`src/design/rct_regs.vh`:
```
`ifndef RCT_REGS_VH
`define RCT_REGS_VH

// register offsets
`define RCT_ADDR_PWR 4'h0
`define RCT_ADDR_CPU 4'h1
`define RCT_ADDR_IRQ 4'h2
`define RCT_ADDR_MSK 4'h3
`define RCT_ADDR_CFG 4'h4
`define RCT_ADDR_PC 4'h5
// field positions
`define RCT_BIT_BOR 0
`define RCT_BIT_POR 1
`define RCT_BIT_PD 3
`define RCT_BIT_TO 4
// reset values and the interrupt vector
`define RCT_RST_CFG 8'h03
`define RCT_RST_VEC 13'h0000
`define RCT_IRQ_VEC 13'h0004
// timing
`define RCT_POWERUP_TIMER_US 72000
`define RCT_CLK_MHZ 250
`define RCT_OST_CYC 1024
// reset and wake causes
`define RCT_EV_POR 3'h0
`define RCT_EV_BOR 3'h1
`define RCT_EV_WDT 3'h2
`define RCT_EV_EXR 3'h3
`define RCT_EV_EXS 3'h4
`define RCT_EV_WWK 3'h5
`define RCT_EV_IWK 3'h6
`endif

```
`src/design/rct_reset_cause.v`:
```
// Added by the designer: the register addresses and the plain strobed port.
`include "rct_regs.vh"

module rct_reset_cause #(
  parameter HAS_BOR = 1,
  parameter POWERUP_TIMER_CYC = `RCT_POWERUP_TIMER_US * `RCT_CLK_MHZ,
  parameter OST_CYC = `RCT_OST_CYC
) (
  input wire i_sys_clk,
  input wire i_rst_b,
  input wire i_por_pin,
  input wire i_bor_pin,
  input wire i_external_reset_pin_b_pin,
  input wire i_wdt_evt,
  input wire i_sleep,
  input wire i_irq_wake,
  input wire i_gie,
  input wire i_osc_tick,
  input wire [3:0] i_addr,
  input wire [7:0] i_wdata,
  input wire i_wr,
  input wire i_rd,
  output reg [7:0] o_rdata,
  output reg o_cpu_reset,
  output reg o_pc_load,
  output reg [12:0] o_pc_val,
  output reg o_pc_next,
  output reg o_irq
);

  localparam ST_RUN = 2'h0;
  localparam ST_POWERUP_TIMER = 2'h1;
  localparam ST_OST = 2'h2;
  localparam ST_HOLD = 2'h3;

  // three-flop pin sync; change counts when flops 2 and 3 agree
  reg [2:0] por_s, bor_s, external_reset_pin_s;
  reg por_f, bor_f, external_reset_pin_f;
  always @(posedge i_sys_clk or negedge i_rst_b)
  begin
    if (!i_rst_b)
    begin
      por_s <= 3'h0;
      bor_s <= 3'h0;
      external_reset_pin_s <= 3'h7;
      por_f <= 1'b0;
      bor_f <= 1'b0;
      external_reset_pin_f <= 1'b1;
    end
    else
    begin
      por_s <= {por_s[1:0], i_por_pin};
      bor_s <= {bor_s[1:0], i_bor_pin};
      external_reset_pin_s <= {external_reset_pin_s[1:0], i_external_reset_pin_b_pin};
      if (por_s[1] == por_s[2]) por_f <= por_s[2];
      if (bor_s[1] == bor_s[2]) bor_f <= bor_s[2];
      if (external_reset_pin_s[1] == external_reset_pin_s[2]) external_reset_pin_f <= external_reset_pin_s[2];
    end
  end

  // one write strobe aimed at one register offset
  function reg_hit;
    input strobe;
    input [3:0] addr;
    input [3:0] target;
    begin
      reg_hit = strobe && (addr == target);
    end
  endfunction

  // shared expiry test for both timers; limit counts whole periods
  function timer_done;
    input [31:0] cnt;
    input [31:0] limit;
    begin
      timer_done = (cnt + 32'h1) >= limit;
    end
  endfunction

  // sequencer state and pending time-outs
  reg external_reset_pin_q;
  reg [1:0] st_q;
  reg [31:0] cnt_q;
  reg ost_pend_q;
  reg powerup_timer_pend_q;
  reg wake_pend_q;
  reg pwr_bor_q, pwr_por_q, to_q, pd_q;
  reg [7:0] cfg_q, sts_q, msk_q;
  reg wake_irq_q;
  // cfg bit0 powerup_timer enable, bit1 brown-out enable, bit2 crystal mode
  wire powerup_timer_enable = cfg_q[0];
  wire brownout_enable_cfg = cfg_q[1] && (HAS_BOR != 0);
  wire xtal = cfg_q[2];
  wire bor_act = bor_f && brownout_enable_cfg;
  wire external_reset_pin_fall = external_reset_pin_q && !external_reset_pin_f;
  // wakes and watchdog only count while the core runs
  wire wdt_run = i_wdt_evt && !i_sleep && st_q == ST_RUN;
  wire wdt_wake = i_wdt_evt && i_sleep && st_q == ST_RUN;
  wire int_wake = i_irq_wake && i_sleep && st_q == ST_RUN;
  // register write decodes
  wire wr_pwr = reg_hit(i_wr, i_addr, `RCT_ADDR_PWR);
  wire wr_cpu = reg_hit(i_wr, i_addr, `RCT_ADDR_CPU);
  wire wr_irq = reg_hit(i_wr, i_addr, `RCT_ADDR_IRQ);
  wire wr_msk = reg_hit(i_wr, i_addr, `RCT_ADDR_MSK);
  wire wr_cfg = reg_hit(i_wr, i_addr, `RCT_ADDR_CFG);
  // a sleeping core is not reset while its oscillator restarts
  wire wake_run = wake_pend_q;
  // wake finished: core resumes at the next instruction
  wire wake_done = wake_pend_q && (st_q == ST_RUN);

  // event bits: 0 por,1 bor,2 wdt,3 ext run,4 ext sleep,5/6 wakes
  reg [7:0] ev;
  always @*
  begin
    ev = 8'h00;
    if (por_f) ev[`RCT_EV_POR] = 1'b1;
    else if (bor_act) ev[`RCT_EV_BOR] = 1'b1;
    else if (external_reset_pin_fall) ev[i_sleep ? `RCT_EV_EXS : `RCT_EV_EXR] = 1'b1;
    else if (wdt_run) ev[`RCT_EV_WDT] = 1'b1;
    else if (wdt_wake) ev[`RCT_EV_WWK] = 1'b1;
    else if (int_wake) ev[`RCT_EV_IWK] = 1'b1;
  end

  // sequencer: hold, power-up timer, oscillator start timer
  // one counter serves both timers; they never overlap
  // async reset counts as a power-on with the timer pending
  always @(posedge i_sys_clk or negedge i_rst_b)
  begin
    if (!i_rst_b)
    begin
      external_reset_pin_q <= 1'b1;
      st_q <= ST_HOLD;
      cnt_q <= 32'h0;
      ost_pend_q <= 1'b0;
      powerup_timer_pend_q <= 1'b1;
      wake_pend_q <= 1'b0;
      wake_irq_q <= 1'b0;
    end
    else
    begin
      external_reset_pin_q <= external_reset_pin_f;
      if (ev[`RCT_EV_POR] || ev[`RCT_EV_BOR])
      begin
        // restart from initial value while supply is bad
        st_q <= ST_HOLD;
        cnt_q <= 32'h0;
        wake_pend_q <= 1'b0;
        // power-on runs the timer only if enabled
        // brown-out always runs it
        powerup_timer_pend_q <= powerup_timer_enable || ev[`RCT_EV_BOR];
        ost_pend_q <= xtal;
      end
      else if (ev[`RCT_EV_WWK] || ev[`RCT_EV_IWK])
      begin
        // wake skips the power-up timer; crystal restarts
        wake_pend_q <= 1'b1;
        wake_irq_q <= ev[`RCT_EV_IWK];
        st_q <= xtal ? ST_OST : ST_RUN;
        cnt_q <= 32'h0;
      end
      else if (ev[`RCT_EV_WDT] || ev[`RCT_EV_EXR] || ev[`RCT_EV_EXS])
      begin
        // no time-outs for these resets
        st_q <= ST_HOLD;
        cnt_q <= 32'h0;
        wake_pend_q <= 1'b0;
        powerup_timer_pend_q <= 1'b0;
        ost_pend_q <= 1'b0;
      end
      else
      begin
        case (st_q)
          ST_RUN:
          begin
            // the wake completion pulse has now been issued
            wake_pend_q <= 1'b0;
          end
          ST_HOLD:
          begin
            // leave once external pin is high and supply is good
            // pending time-outs start only after the pin is released
            if (external_reset_pin_f && !bor_act)
            begin
              cnt_q <= 32'h0;
              if (powerup_timer_pend_q) st_q <= ST_POWERUP_TIMER;
              else if (ost_pend_q) st_q <= ST_OST;
              else st_q <= ST_RUN;
            end
          end
          ST_POWERUP_TIMER:
          begin
            // a new brown-out above restarts this from zero
            if (timer_done(cnt_q, POWERUP_TIMER_CYC))
            begin
              cnt_q <= 32'h0;
              powerup_timer_pend_q <= 1'b0;
              st_q <= ost_pend_q ? ST_OST : ST_RUN;
            end
            else cnt_q <= cnt_q + 32'h1;
          end
          ST_OST:
          begin
            // counts oscillator periods only
            if (i_osc_tick)
            begin
              if (timer_done(cnt_q, OST_CYC))
              begin
                st_q <= ST_RUN;
                ost_pend_q <= 1'b0;
                cnt_q <= 32'h0;
              end
              else cnt_q <= cnt_q + 32'h1;
            end
          end
          default: st_q <= ST_RUN;
        endcase
      end
    end
  end

  // flags, software writes can set them; hardware clear wins
  always @(posedge i_sys_clk or negedge i_rst_b)
  begin
    if (!i_rst_b)
    begin
      pwr_bor_q <= 1'b0;
      pwr_por_q <= 1'b0;
      to_q <= 1'b1;
      pd_q <= 1'b1;
    end
    else
    begin
      if (wr_pwr)
      begin
        pwr_por_q <= i_wdata[`RCT_BIT_POR];
        pwr_bor_q <= i_wdata[`RCT_BIT_BOR] && (HAS_BOR != 0);
      end
      if (wr_cpu)
      begin
        to_q <= i_wdata[`RCT_BIT_TO];
        pd_q <= i_wdata[`RCT_BIT_PD];
      end
      if (ev[`RCT_EV_POR])
      begin
        pwr_por_q <= 1'b0;
        to_q <= 1'b1;
        pd_q <= 1'b1;
      end
      if (ev[`RCT_EV_BOR])
      begin
        pwr_bor_q <= 1'b0;
        to_q <= 1'b1;
        pd_q <= 1'b1;
      end
      if (ev[`RCT_EV_WDT])
      begin
        to_q <= 1'b0;
        pd_q <= 1'b1;
      end
      if (ev[`RCT_EV_WWK])
      begin
        to_q <= 1'b0;
        pd_q <= 1'b0;
      end
      if (ev[`RCT_EV_EXS] || ev[`RCT_EV_IWK])
      begin
        to_q <= 1'b1;
        pd_q <= 1'b0;
      end
    end
  end

  // program counter steering and outputs
  always @(posedge i_sys_clk or negedge i_rst_b)
  begin
    if (!i_rst_b)
    begin
      o_cpu_reset <= 1'b1;
      o_pc_load <= 1'b0;
      o_pc_val <= `RCT_RST_VEC;
      o_pc_next <= 1'b0;
    end
    else
    begin
      // a waking core stays asleep, not in reset, during restart
      o_cpu_reset <= (st_q != ST_RUN) && !wake_run;
      o_pc_load <= 1'b0;
      o_pc_next <= 1'b0;
      if (ev[`RCT_EV_POR] || ev[`RCT_EV_BOR] || ev[`RCT_EV_WDT] ||
          ev[`RCT_EV_EXR] || ev[`RCT_EV_EXS])
      begin
        o_pc_load <= 1'b1;
        o_pc_val <= `RCT_RST_VEC;
      end
      else if (wake_done)
      begin
        o_pc_next <= 1'b1;
        if (wake_irq_q && i_gie)
        begin
          o_pc_load <= 1'b1;
          o_pc_val <= `RCT_IRQ_VEC;
        end
      end
    end
  end

  // sticky interrupt status, write one clears, set wins
  always @(posedge i_sys_clk or negedge i_rst_b)
  begin
    if (!i_rst_b)
    begin
      sts_q <= 8'h00;
      msk_q <= 8'h00;
      cfg_q <= `RCT_RST_CFG;
      o_irq <= 1'b0;
      o_rdata <= 8'h00;
    end
    else
    begin
      // set wins over a same-cycle write-one clear
      sts_q <= (sts_q & ~(wr_irq ? i_wdata : 8'h00)) | ev;
      if (wr_msk) msk_q <= i_wdata;
      if (wr_cfg) cfg_q <= i_wdata;
      o_irq <= |(sts_q & msk_q);
      o_rdata <= 8'h00;
      if (i_rd)
      begin
        case (i_addr)
          `RCT_ADDR_PWR: o_rdata <= {6'h00, pwr_por_q, pwr_bor_q};
          `RCT_ADDR_CPU: o_rdata <= {3'h0, to_q, pd_q, 3'h0};
          `RCT_ADDR_IRQ: o_rdata <= sts_q;
          `RCT_ADDR_MSK: o_rdata <= msk_q;
          `RCT_ADDR_CFG: o_rdata <= cfg_q;
          `RCT_ADDR_PC: o_rdata <= {6'h00, st_q};
          default: o_rdata <= 8'h00;
        endcase
      end
    end
  end

endmodule

```
`config.mk`:
```
export PLATFORM = sky130hd
export DESIGN_NAME = rct_reset_cause
export DESIGN_NICKNAME = d
export VERILOG_FILES = /design/src/design/rct_reset_cause.v
export VERILOG_INCLUDE_DIRS = /design/src /design/src/design
export SDC_FILE = /design/constraint.sdc
export NUM_CORES = 1
export LEC_CHECK = 0
export BUFFER_PORTS_ARGS = -buffer_cell sky130_fd_sc_hd__buf_4
export CAP_MARGIN = 10
export CORE_ASPECT_RATIO = 2
export CORE_MARGIN = 2
export CORE_UTILIZATION = 55
export CTS_CLUSTER_DIAMETER = 120
export DETAILED_ROUTE_END_ITERATION = 12
export GPL_TIMING_DRIVEN = 0
export PLACE_DENSITY = 0.84
export REMOVE_ABC_BUFFERS = 1
export SYNTH_ARGS = -nofsm -noshare
export SYNTH_HDL_FRONTEND = slang
export SYNTH_SLANG_ARGS = --single-unit
```
`constraint.sdc`:
```
create_clock -name i_sys_clk -period 4.2 [get_ports i_sys_clk]
set_input_delay 0.21 -clock i_sys_clk [delete_from_list [all_inputs] [get_ports i_sys_clk]]
set_output_delay 0.21 -clock i_sys_clk [all_outputs]
set_load 0.005 [all_outputs]
```
* Yosys cells after proc, flatten, opt, wreduce, memory -nomap -nowiden
Index checks and enable logic that the tools add are counted.
** Word-level totals
- Register bits after elaboration :: 104
- Bits of input ports :: 24
- Output and inout port bits :: 25
- Word-level logic and storage cells :: 184
** Cells by class
- $add $sub $neg :: 1
- Magnitude comparators :: 4
- Eq/ne operators :: 16
- Multiplexer cells :: 79
- Bitwise logic cells :: 5
- Reduce and logical (&&, ||, !) cells :: 53
** Operators by type and width (number)
- 32-bit two-way mux :: 7
- 32-bit case mux with 3 select lines :: 1
- 8-bit case mux with 6 select lines :: 1
- 1-bit two-way mux :: 46
- 13-bit two-way mux :: 3
- 32-bit by 1-bit adder with 32-bit output, second input constant :: 1
- 32-bit by 11-bit >= comparator with 1-bit output, second input constant :: 1
- 32-bit by 25-bit >= comparator with 1-bit output, second input constant :: 1
- 2-bit two-way mux :: 14
- 5-bit inequality test, second input constant :: 4
- 1-bit logical AND :: 18
- 8-bit bitwise AND :: 2
- 8-bit two-way mux :: 2
- 3-bit nonzero test :: 5
- 6-bit nonzero test :: 2
- 2-bit nonzero test :: 5
- 1-bit logical OR :: 9
- 4-bit by 2-bit == test with 1-bit output, second input constant :: 2
- 4-bit by 3-bit == test with 1-bit output, second input constant :: 2
- 8-bit NOT :: 1
- 8-bit OR :: 1
- 8-bit OR reduction :: 1
- 7-bit two-way mux :: 1
- 6-bit two-way mux :: 1
- 19 further kinds :: 27

* Longest topological paths before layout
Gate-level depths: netlist of run 1.
- Depth in word-level cells :: 14
- Mapped depth :: 12
- Mapped depth without buffers :: 10

* Worst setup path after synthesis of run 1
OpenSTA, ideal clock, no wires.
- Path kind :: register to register
- Start point :: register cnt_q[0]
- End point :: register cnt_q[20]
- Library setup time :: 0.129 ns
- Arrival :: 2.881 ns
- Required time :: 4.071 ns
- Slack :: 1.190 ns
- Cell stages (with the launch flop) :: 13
- Path buffers :: 2
- Period minus slack after synthesis :: 3.010 ns
- Cell sequence :: dfrtp_1 -> ha_1 -> nand4_2 -> buf_6 -> nor4_1 -> xnor2_1 -> o2111ai_2 -> a2111o_1 -> a311oi_4 -> o32ai_4 -> buf_4 -> a22oi_1 -> o31ai_1
** Between the ends
- Word-level cells in the longest chain between the ends :: 8
- Elaborated cells on any way between the ends :: 10
- Classes of those cells :: add/sub (1); order compare (2); mux (7)
** RTL lines
- from (decl) :: line rct_reset_cause.v:83 : reg [31:0] cnt_q;
- from (signal assigned) :: line rct_reset_cause.v:199 : else cnt_q <= cnt_q + 32'h1;
- from (signal assigned) :: line rct_reset_cause.v:212 : else cnt_q <= cnt_q + 32'h1;
- 32-bit by 1-bit adder with 32-bit output (*) :: line rct_reset_cause.v:76, rct_reset_cause.v:199, rct_reset_cause.v:212
- 32-bit by 11-bit >= comparator with 1-bit output :: line rct_reset_cause.v:76 : timer_done = (cnt + 32'h1) >= limit;
- 32-bit two-way mux :: line rct_reset_cause.v:206 : if (timer_done(cnt_q, OST_CYC))
- 32-bit two-way mux :: line rct_reset_cause.v:204 : if (i_osc_tick)
- 32-bit case mux with 3 select lines (*) :: line rct_reset_cause.v:172 : case (st_q)
- 32-bit two-way mux (*) :: line rct_reset_cause.v:161 : else if (ev[`RCT_EV_WDT] || ev[`RCT_EV_EXR] || ev[`RCT_EV_EXS])
- 32-bit two-way mux (*) :: line rct_reset_cause.v:153 : else if (ev[`RCT_EV_WWK] || ev[`RCT_EV_IWK])
- 32-bit two-way mux (*) :: line rct_reset_cause.v:142 : if (ev[`RCT_EV_POR] || ev[`RCT_EV_BOR])
Every way passes the cells marked *; elsewhere a longest branch is shown, timed or not. The select of a mux whose other input is x is not followed.
A chain may end at the register's enable or synchronous reset.

* Worst setup path after layout of run 1
- Start point :: register cnt_q[0]
- End point :: register cnt_q[21]
The elaborated chain is that of the path after synthesis.

==> summary by stage, run 1 <==
Final layout
The share of layout cells above drive strength 1 is 21.2%. The number of antenna diodes in the final layout is 0. In the layout the commonest cells are dfrtp_1, nand2_1, buf_4.

The register area is 2320 sq um. The area growth from synthesis to layout is 12.0%. Leaving out fill and tap cells, the most frequent cell in the layout is dfrtp_1.

In the final layout, the multi-input gates occupy 2480 sq um. The layout net count is 568. The number of filler cells placed in the layout is 730.

Route
In the routed layout, each cell is associated on average with a via count of roughly 6.5. The average wire length per cell after detail routing is 20.0 um. The first detailed-routing pass took 5 iterations.

The final routed wirelength across all metal layers is 12900 um. The remaining antenna violation count after routing is 0. The routed layout has 4189 vias.

After detailed routing, the number of remaining DRC violations is 0. The number of DRC markers in iteration 0 is 348.

Timing
The number of endpoints with negative hold slack in the final report is 0. The smallest clock period supported by the final layout is computed as 3870 ps. The worst clock skew on the final layout is 6.34 ps.

Headroom to the max-slew limit came out at 29.6%. The hold slack is just under 80 ps. For the pin with the worst max-slew slack, the measured transition is about 1100 ps.

Setup violations remaining at the end of the flow were counted as 0. The final critical-path share of the clock period is around 92%. The number of max-slew violations in the final report is 0. Setup repair after global routing left no endpoint under its margin. The highest achievable clock rate is 0.259 GHz.

Clocking
The H-tree depth is 3. The clock root buffer is clkbuf_16. Buffers inserted during clock tree synthesis total 9. The TritonCTS sink count is 92. The clock reaches the later pin of the worst-skew pair after ~350 ps. The clock transition time at the flip-flop clock pins of the worst setup and hold paths is 70 ps. The buffer depth of the longest clock path is 2. The CTS tree is built.

Die
The placeable core area is 8950 sq um. The die is about 140 um tall. For this design the top-level I/O count stands at slightly below 50. The x dimension of the die is 71.8 um. The number of placement rows is 49. The initial core utilization is 56.5%. The die outline area is 10000 sq um.

Power
The total power consumption of the routed design is 2270 uW. VDD sags by at most 0.000240 V. Summed over all cells, the static leakage comes to 0.00242 uW. The power density over cell area is 401 nW/um^2.

GRT
The total routing usage reported by global routing is 26.1%. The number of global-route vias before repair came to 4208. The first global-routing pass estimated 20400 um of wire. Entering global routing, the biggest net connects 93 pins. The total global routing overflow is 0.

The number of antenna violations at the first check in global routing was 0.

Setup path
The largest fanout of any net on the critical path is 17. The kind of start point of the critical path is a register. Walking the worst path, the cells encountered are ha_1 -> nand4_2 -> nor3_1 -> nand3_1 -> xor2_1 -> and4_1 -> nand4b_1 -> o32ai_4 -> buf_12 -> buf_4 -> a21oi_1 -> a31oi_1.

STA puts the critical path data required time at 4460 ps. Together, buffers and inverters on the worst path number 2. The slowest stage cell on the critical path is dfrtp_1. The critical path is of the reg2reg type. The endpoint arrival time on the critical path is 4130 ps. The largest delay contributor family on the critical path is simple AND/OR/NAND/NOR gates. The worst setup path is captured at a register. For this run, the slowest stage of the critical path takes 500 ps.

Synthesis
The most instantiated flip-flop cell in the synthesis netlist is dfrtp_1. Each instance of the synthesized netlist takes up on average 9.95 sq um. The post-synthesis sequential area ratio is 45.9%. Synthesis inferred between 90 and 100 register bits.

The number of warning messages in the yosys log is 0. Summing every instance area after synthesis gives 5060 sq um. The cell count after synthesis came out at 508. Counting flops with an async set or reset pin after synthesis yields a share of 100%. In this run, synthesis inferred 0 flip-flops with an integrated enable.

The distinct cell type count of the synthesized netlist is 74.

Min path
The path class of the tightest hold or removal check is in2reg.

Placement
The number of input and output port buffers inserted is 36. The routability-driven placement congestion ratio is around 0.95. Detailed placement ended at an HPWL of approximately 9000 um.

Run
The count of maximum capacitance violations is 0.

Status
The flow ran to the end, and the final reports show no timing, DRC or antenna violations.
worst reg2reg max path, stage by stage, from the launching register on:
cell	delay, ps
dfrtp_1	500
ha_1	290
nand4_2	310
nor3_1	490
nand3_1	330
xor2_1	400
and4_1	250
nand4b_1	270
o32ai_4	400
buf_12	190
buf_4	140
a21oi_1	60
a31oi_1	150
Yosys cell counts, types with 13 or more instances:
cell type	instances	share of area (%)
dfrtp_1	79	39
mux2_2	16	3.6
inv_1	14	1.0
a31oi_1	17	2.1
buf_4	16	2.4
nand4_1	19	2.4
dfstp_2	13	6.8
o21ai_0	23	2.3
nor2_1	29	2.2
nand3_1	23	2.3
a21oi_1	24	2.4
nand2_1	49	3.6
report_power, final:
part	internal [uW]	switching [uW]	total (uW)
Sequential	995	82.7	1080
Clock	416	375	791
Combinational	167	236	403
Total	1580	694	2270
routing by layer:
layer	vias to the layer above	global-route usage, %	routed length (um)
met1	2084	27.0	4560
li1	1920	-	-
met4	0	15.9	588
met3	41	4.63	509
met2	144	47.0	7270
met5	-	0	0
path summary, 6_finish.rpt:
kind	start	to	slack (ps)	cells past startpoint
setup / recovery	cnt_q[0]$_DFFE_PN0P_	cnt_q[21]$_DFFE_PN0P_	330	12
hold / removal	i_wdata[7]	sts_q[7]$_DFF_PN0_	80	2
setup reg to reg	cnt_q[0]$_DFFE_PN0P_	cnt_q[21]$_DFFE_PN0P_	330	12
hold reg to reg	bor_s[0]$_DFF_PN0_	bor_s[1]$_DFF_PN0_	350	0
max in group asynchronous	i_rst_b	o_cpu_reset$_DFF_PN1_	3230	3
min in group asynchronous	i_rst_b	o_rdata[6]$_DFF_PN0_	280	2
state kept, by name, summed over array words and instances (netlist names), 2 cells and up:
name,count
external_reset_pin_s,3
bor_s,3
sts_q,8
por_s,3
st_q,2
o_rdata,8
cnt_q,32
cfg_q,8
msk_q,8
layout make-up:
class	instances	area share (%)
Tap cell	102	2.25
Timing Repair Buffer	46	6.85
Sequential cell	92	41.0
Inverter	15	0.994
Clock buffer	9	3.98
Clock inverter	7	1.22
Multi-Input combinational cell	374	43.8
logic make-up (layout without fill, tap and decap cells):
kind of cell               Yosys count  after routing  share of synthesized area [%]
AOI/OAI and AO/OA                  116            117                           16.5
xor gates and xnor gates             9              9                           1.56
adders and majority gates            9              9                           2.08
buffers and inverters               54             77                           6.63
DFF                                 92             92                           45.9
muxes                               23             23                           5.05
other                                1             12                         0.0742
and+or+nand+nor                    204            204                           22.3
repair_timing:
item	in CTS	in global routing
gates resized for setup	1	0
pin swaps	0	2
gates cloned	1	0
setup buffers	0	5
hold buffers	3	1
endpoints found under the hold margin	3	16
setup endpoints to repair	10	19
metrics by stage:
stage | utilization (%) | instance area [sq um] | TNS [ps] | cells | worst slack (ps)
after global placement | 58.3 | 5220 | 0 | 618 | 25.0
final | 63.3 | 5660 | 0 | 645 | 333
after detailed placement | 58.3 | 5220 | -422 | 618 | -99.2
after global routing | 63.3 | 5660 | 0 | 645 | 127
after CTS | 62.3 | 5570 | 0 | 638 | 86.8
after floorplan | - | 4820 | 0 | 480 | 868
Power figures use the tool's default switching activity.
==> run 2: changes to the inputs <==
- GPL_TIMING_DRIVEN: 0 -> not set
==> summary by stage, run 2 (synthesized netlist as in run 1, its figures left out) <==
Timing
The count of final setup violators is 0 (unchanged). The highest achievable clock rate is 0.262 GHz (+1.4%). The number of max-slew violations in the final report came to 0 (unchanged). The total negative setup slack is 0 ps (unchanged).

The final critical-path share of the clock period is 90.8% (-1.3 points). The number of endpoints with negative hold slack in the final report is 0 (unchanged). The final setup slack of the worst path was 387 ps (+53.9 ps).

The actual slew at the worst max-slew pin is 717 ps (-335 ps). The remaining max-slew budget at the tightest pin came to 51.8% (+22 points). Setup repair after global routing left no endpoint under its margin. The time the final worst path needs with I/O delays and setup is 3810 ps (-53.9 ps). The worst clock skew on the final layout is 8.56 ps (+2.22 ps).

Die
The number of placement rows is 49 (unchanged). The initial core utilization is 56.5% (unchanged). The x dimension of the die was 71.8 um (unchanged).

The die extent in y is 140 um (unchanged). The I/O pin total is 49 (unchanged). The die outline area is 10000 sq um (unchanged). The placeable core area is 8950 sq um (unchanged).

Final layout
The layout net count is 566 (-0.35%). In the layout the commonest cells are dfrtp_1, nand2_1, buf_4. The non-filler instance count after layout is 643 (-0.31%).

Leaving out fill and tap cells, the most frequent cell in the layout is dfrtp_1. The share of layout cells above drive strength 1 is 20.7% (-0.48 points). The total inserted antenna cells was 0 (unchanged). Ranked by flip-flop count, first place goes to cnt_q. The area growth from synthesis to layout is 11.0%. The area of all placed cells without fillers is 5610 sq um (-0.91%). The flip-flop count of the largest register, all copies and words added was 32 (unchanged).

Power
The total power consumption of the routed design is 2320 uW (+2.1%). The combinational fraction of design power was 16.9% (-0.8 points). The worst vdd rail ir drop came to 0.000255 V (+6.3%). The leakage power figure came to 0.00242 uW (-0.31%). The cell-internal power was 1630 uW (+3.4%).

The power density over cell area is 413 nW/um^2 (+3.1%). The relative contribution of the clock network to total power came to 36.8% (+2.0 points). The net switching power of the design came to 688 uW (-0.77%).

The relative contribution of sequential cells to total power is 46.3% (-1.1 points). The switching fraction of total power is 29.7% (-0.87 points).

Placement
The post-placement setup slack is 444 ps (+543 ps). The total placed cells including tap cells is 623 (+0.81%). The routability-driven placement congestion ratio is 0.992 (+4.3%). The post-detailed-placement cell area is 5250 sq um (+0.60%).

The HPWL after detailed placement is 9660 um (+7.6%). The number of input and output port buffers inserted is 36 (unchanged).

GRT
The total routing usage reported by global routing came to 27.6% (+1.6 points). The number of antenna violations at the first check in global routing came to 0 (unchanged). The total global routing overflow is 0 (unchanged).

The first-pass GRT wire length came to 21200 um (+4.0%). The pin count of the biggest net entering global routing is 48 (-48%). The number of global-route vias before repair was 4359 (+3.6%).

Clocking
The CTS tree is built. The clock transition time at the flip-flop clock pins of the worst setup and hold paths came to 70 ps (about the same). The later-pin clock latency in the skew report is 350 ps (about the same). The TritonCTS sink count is 92 (unchanged). The number of post-CTS setup repair buffers came to 0 (unchanged). The tree is rooted in a clkbuf_16.

The number of clock buffers inserted by TritonCTS is 9 (unchanged). The total of cells resized after clock tree synthesis is 0 (-1). The buffer depth of the longest clock path came to 2 (unchanged). The H-tree depth is 3 (unchanged).

Setup path
The worst setup path is launched from a register. The largest fanout of any net on the critical path is 36 (+19). The slowest stage cell on the critical path is nor3_1. The nature of the critical path endpoint is a register. The path type of the worst setup path is reg2reg. In this design, the largest share of critical-path delay is due to simple AND/OR/NAND/NOR gates.

The number of cells on the critical path is 11 (-1). The number of cell instances on the worst register-to-register path came to 11 (-1). The endpoint arrival time on the critical path is 4080 ps (-50 ps).

The buffering stage count on the worst path with inverters included is 1 (-1). Traced cell by cell, the critical path runs through ha_1 -> nand4_2 -> nor3_1 -> nand3_1 -> xor2_1 -> and4_1 -> nand4b_1 -> o32ai_4 -> buf_4 -> o21ai_0 -> a31oi_1. The delay of the slowest cell on the worst path is 530 ps (+30 ps).

The data required time at the worst endpoint came to 4470 ps (about the same).

Route
The total number of vias is 4256 (+1.6%). The number of DRC markers in iteration 0 is 386 (+11%). The detailed-route DRC error count was 0 (unchanged). The number of iterations in the first detailed-routing pass is 7 (+2). The remaining antenna violation count after routing is 0 (unchanged).

The final routed wirelength across all metal layers is 13200 um (+2.3%). The average wire length per cell after detail routing is 20.6 um (+2.6%). The number of vias per cell after detailed routing came to 6.62 (+1.9%).

Min path
The worst hold path stage count is 2 (unchanged). The min-delay analysis places its worst path in the category in2reg.

Status
The run finished with clean final reports.

Run
The count of maximum capacitance violations is 0 (unchanged).
## run 2: cell type report
type	count	area, sq um
Fill cell	710	3340
Inverter	15	56.3
Timing Repair Buffer	45	348
Clock buffer	9	225
Multi-Input combinational cell	373	2440
Clock inverter	7	91.3
Sequential cell	92	2320
Tap cell	102	128
## run 2: power groups by stage
| stage | registers [uW] | clock network, uW | logic, uW |
|---|---|---|---|
| 2_1_floorplan | 1060 | 0 | 238 |
| 3_3_place_gp | 1080 | 0 | 364 |
| 3_5_place_dp | 1090 | 0 | 378 |
| 4_1_cts | 1070 | 868 | 386 |
| 5_1_grt | 1080 | 912 | 427 |
| 6_report | 1070 | 853 | 391 |
## run 2: final timing paths
kind                                      start                    end  slack [ps]
max reg2reg                cnt_q[0]$_DFFE_PN0P_   cnt_q[8]$_DFFE_PN0P_         390
max in group asynchronous               i_rst_b  cnt_q[26]$_DFFE_PN0P_        2780
max                        cnt_q[0]$_DFFE_PN0P_   cnt_q[8]$_DFFE_PN0P_         390
min reg2reg                  por_s[0]$_DFF_PN0_     por_s[1]$_DFF_PN0_         350
min in group asynchronous               i_rst_b   o_rdata[6]$_DFF_PN0_         410
min                                  i_wdata[7]     sts_q[7]$_DFF_PN0_          60
## run 2: per-layer routing
metal	part of all wire, %	up-vias	track usage [%]
met5	0	-	0
met4	6.8	0	19.9
met3	4.4	64	5.14
met2	57	192	50.5
met1	32	2080	26.3
li1	-	1920	-
## run 2: per-stage QoR
| step | utilization (%) | hold WS, ps |
|---|---|---|
| 3_5_place_dp | 58.7 | 244 |
| 6_report | 62.7 | 58.7 |
| 5_1_grt | 62.7 | 75.3 |
| 4_1_cts | 62.7 | 60.4 |
| 2_1_floorplan | - | -85.6 |
| 3_3_place_gp | 58.7 | 236 |
## run 2: what timing repair did
item | 4_1_cts | 5_1_grt
hold buffers | 4 | 0
endpoints found under the setup margin | 0 | 0
hold endpoints to repair | 45 | 0
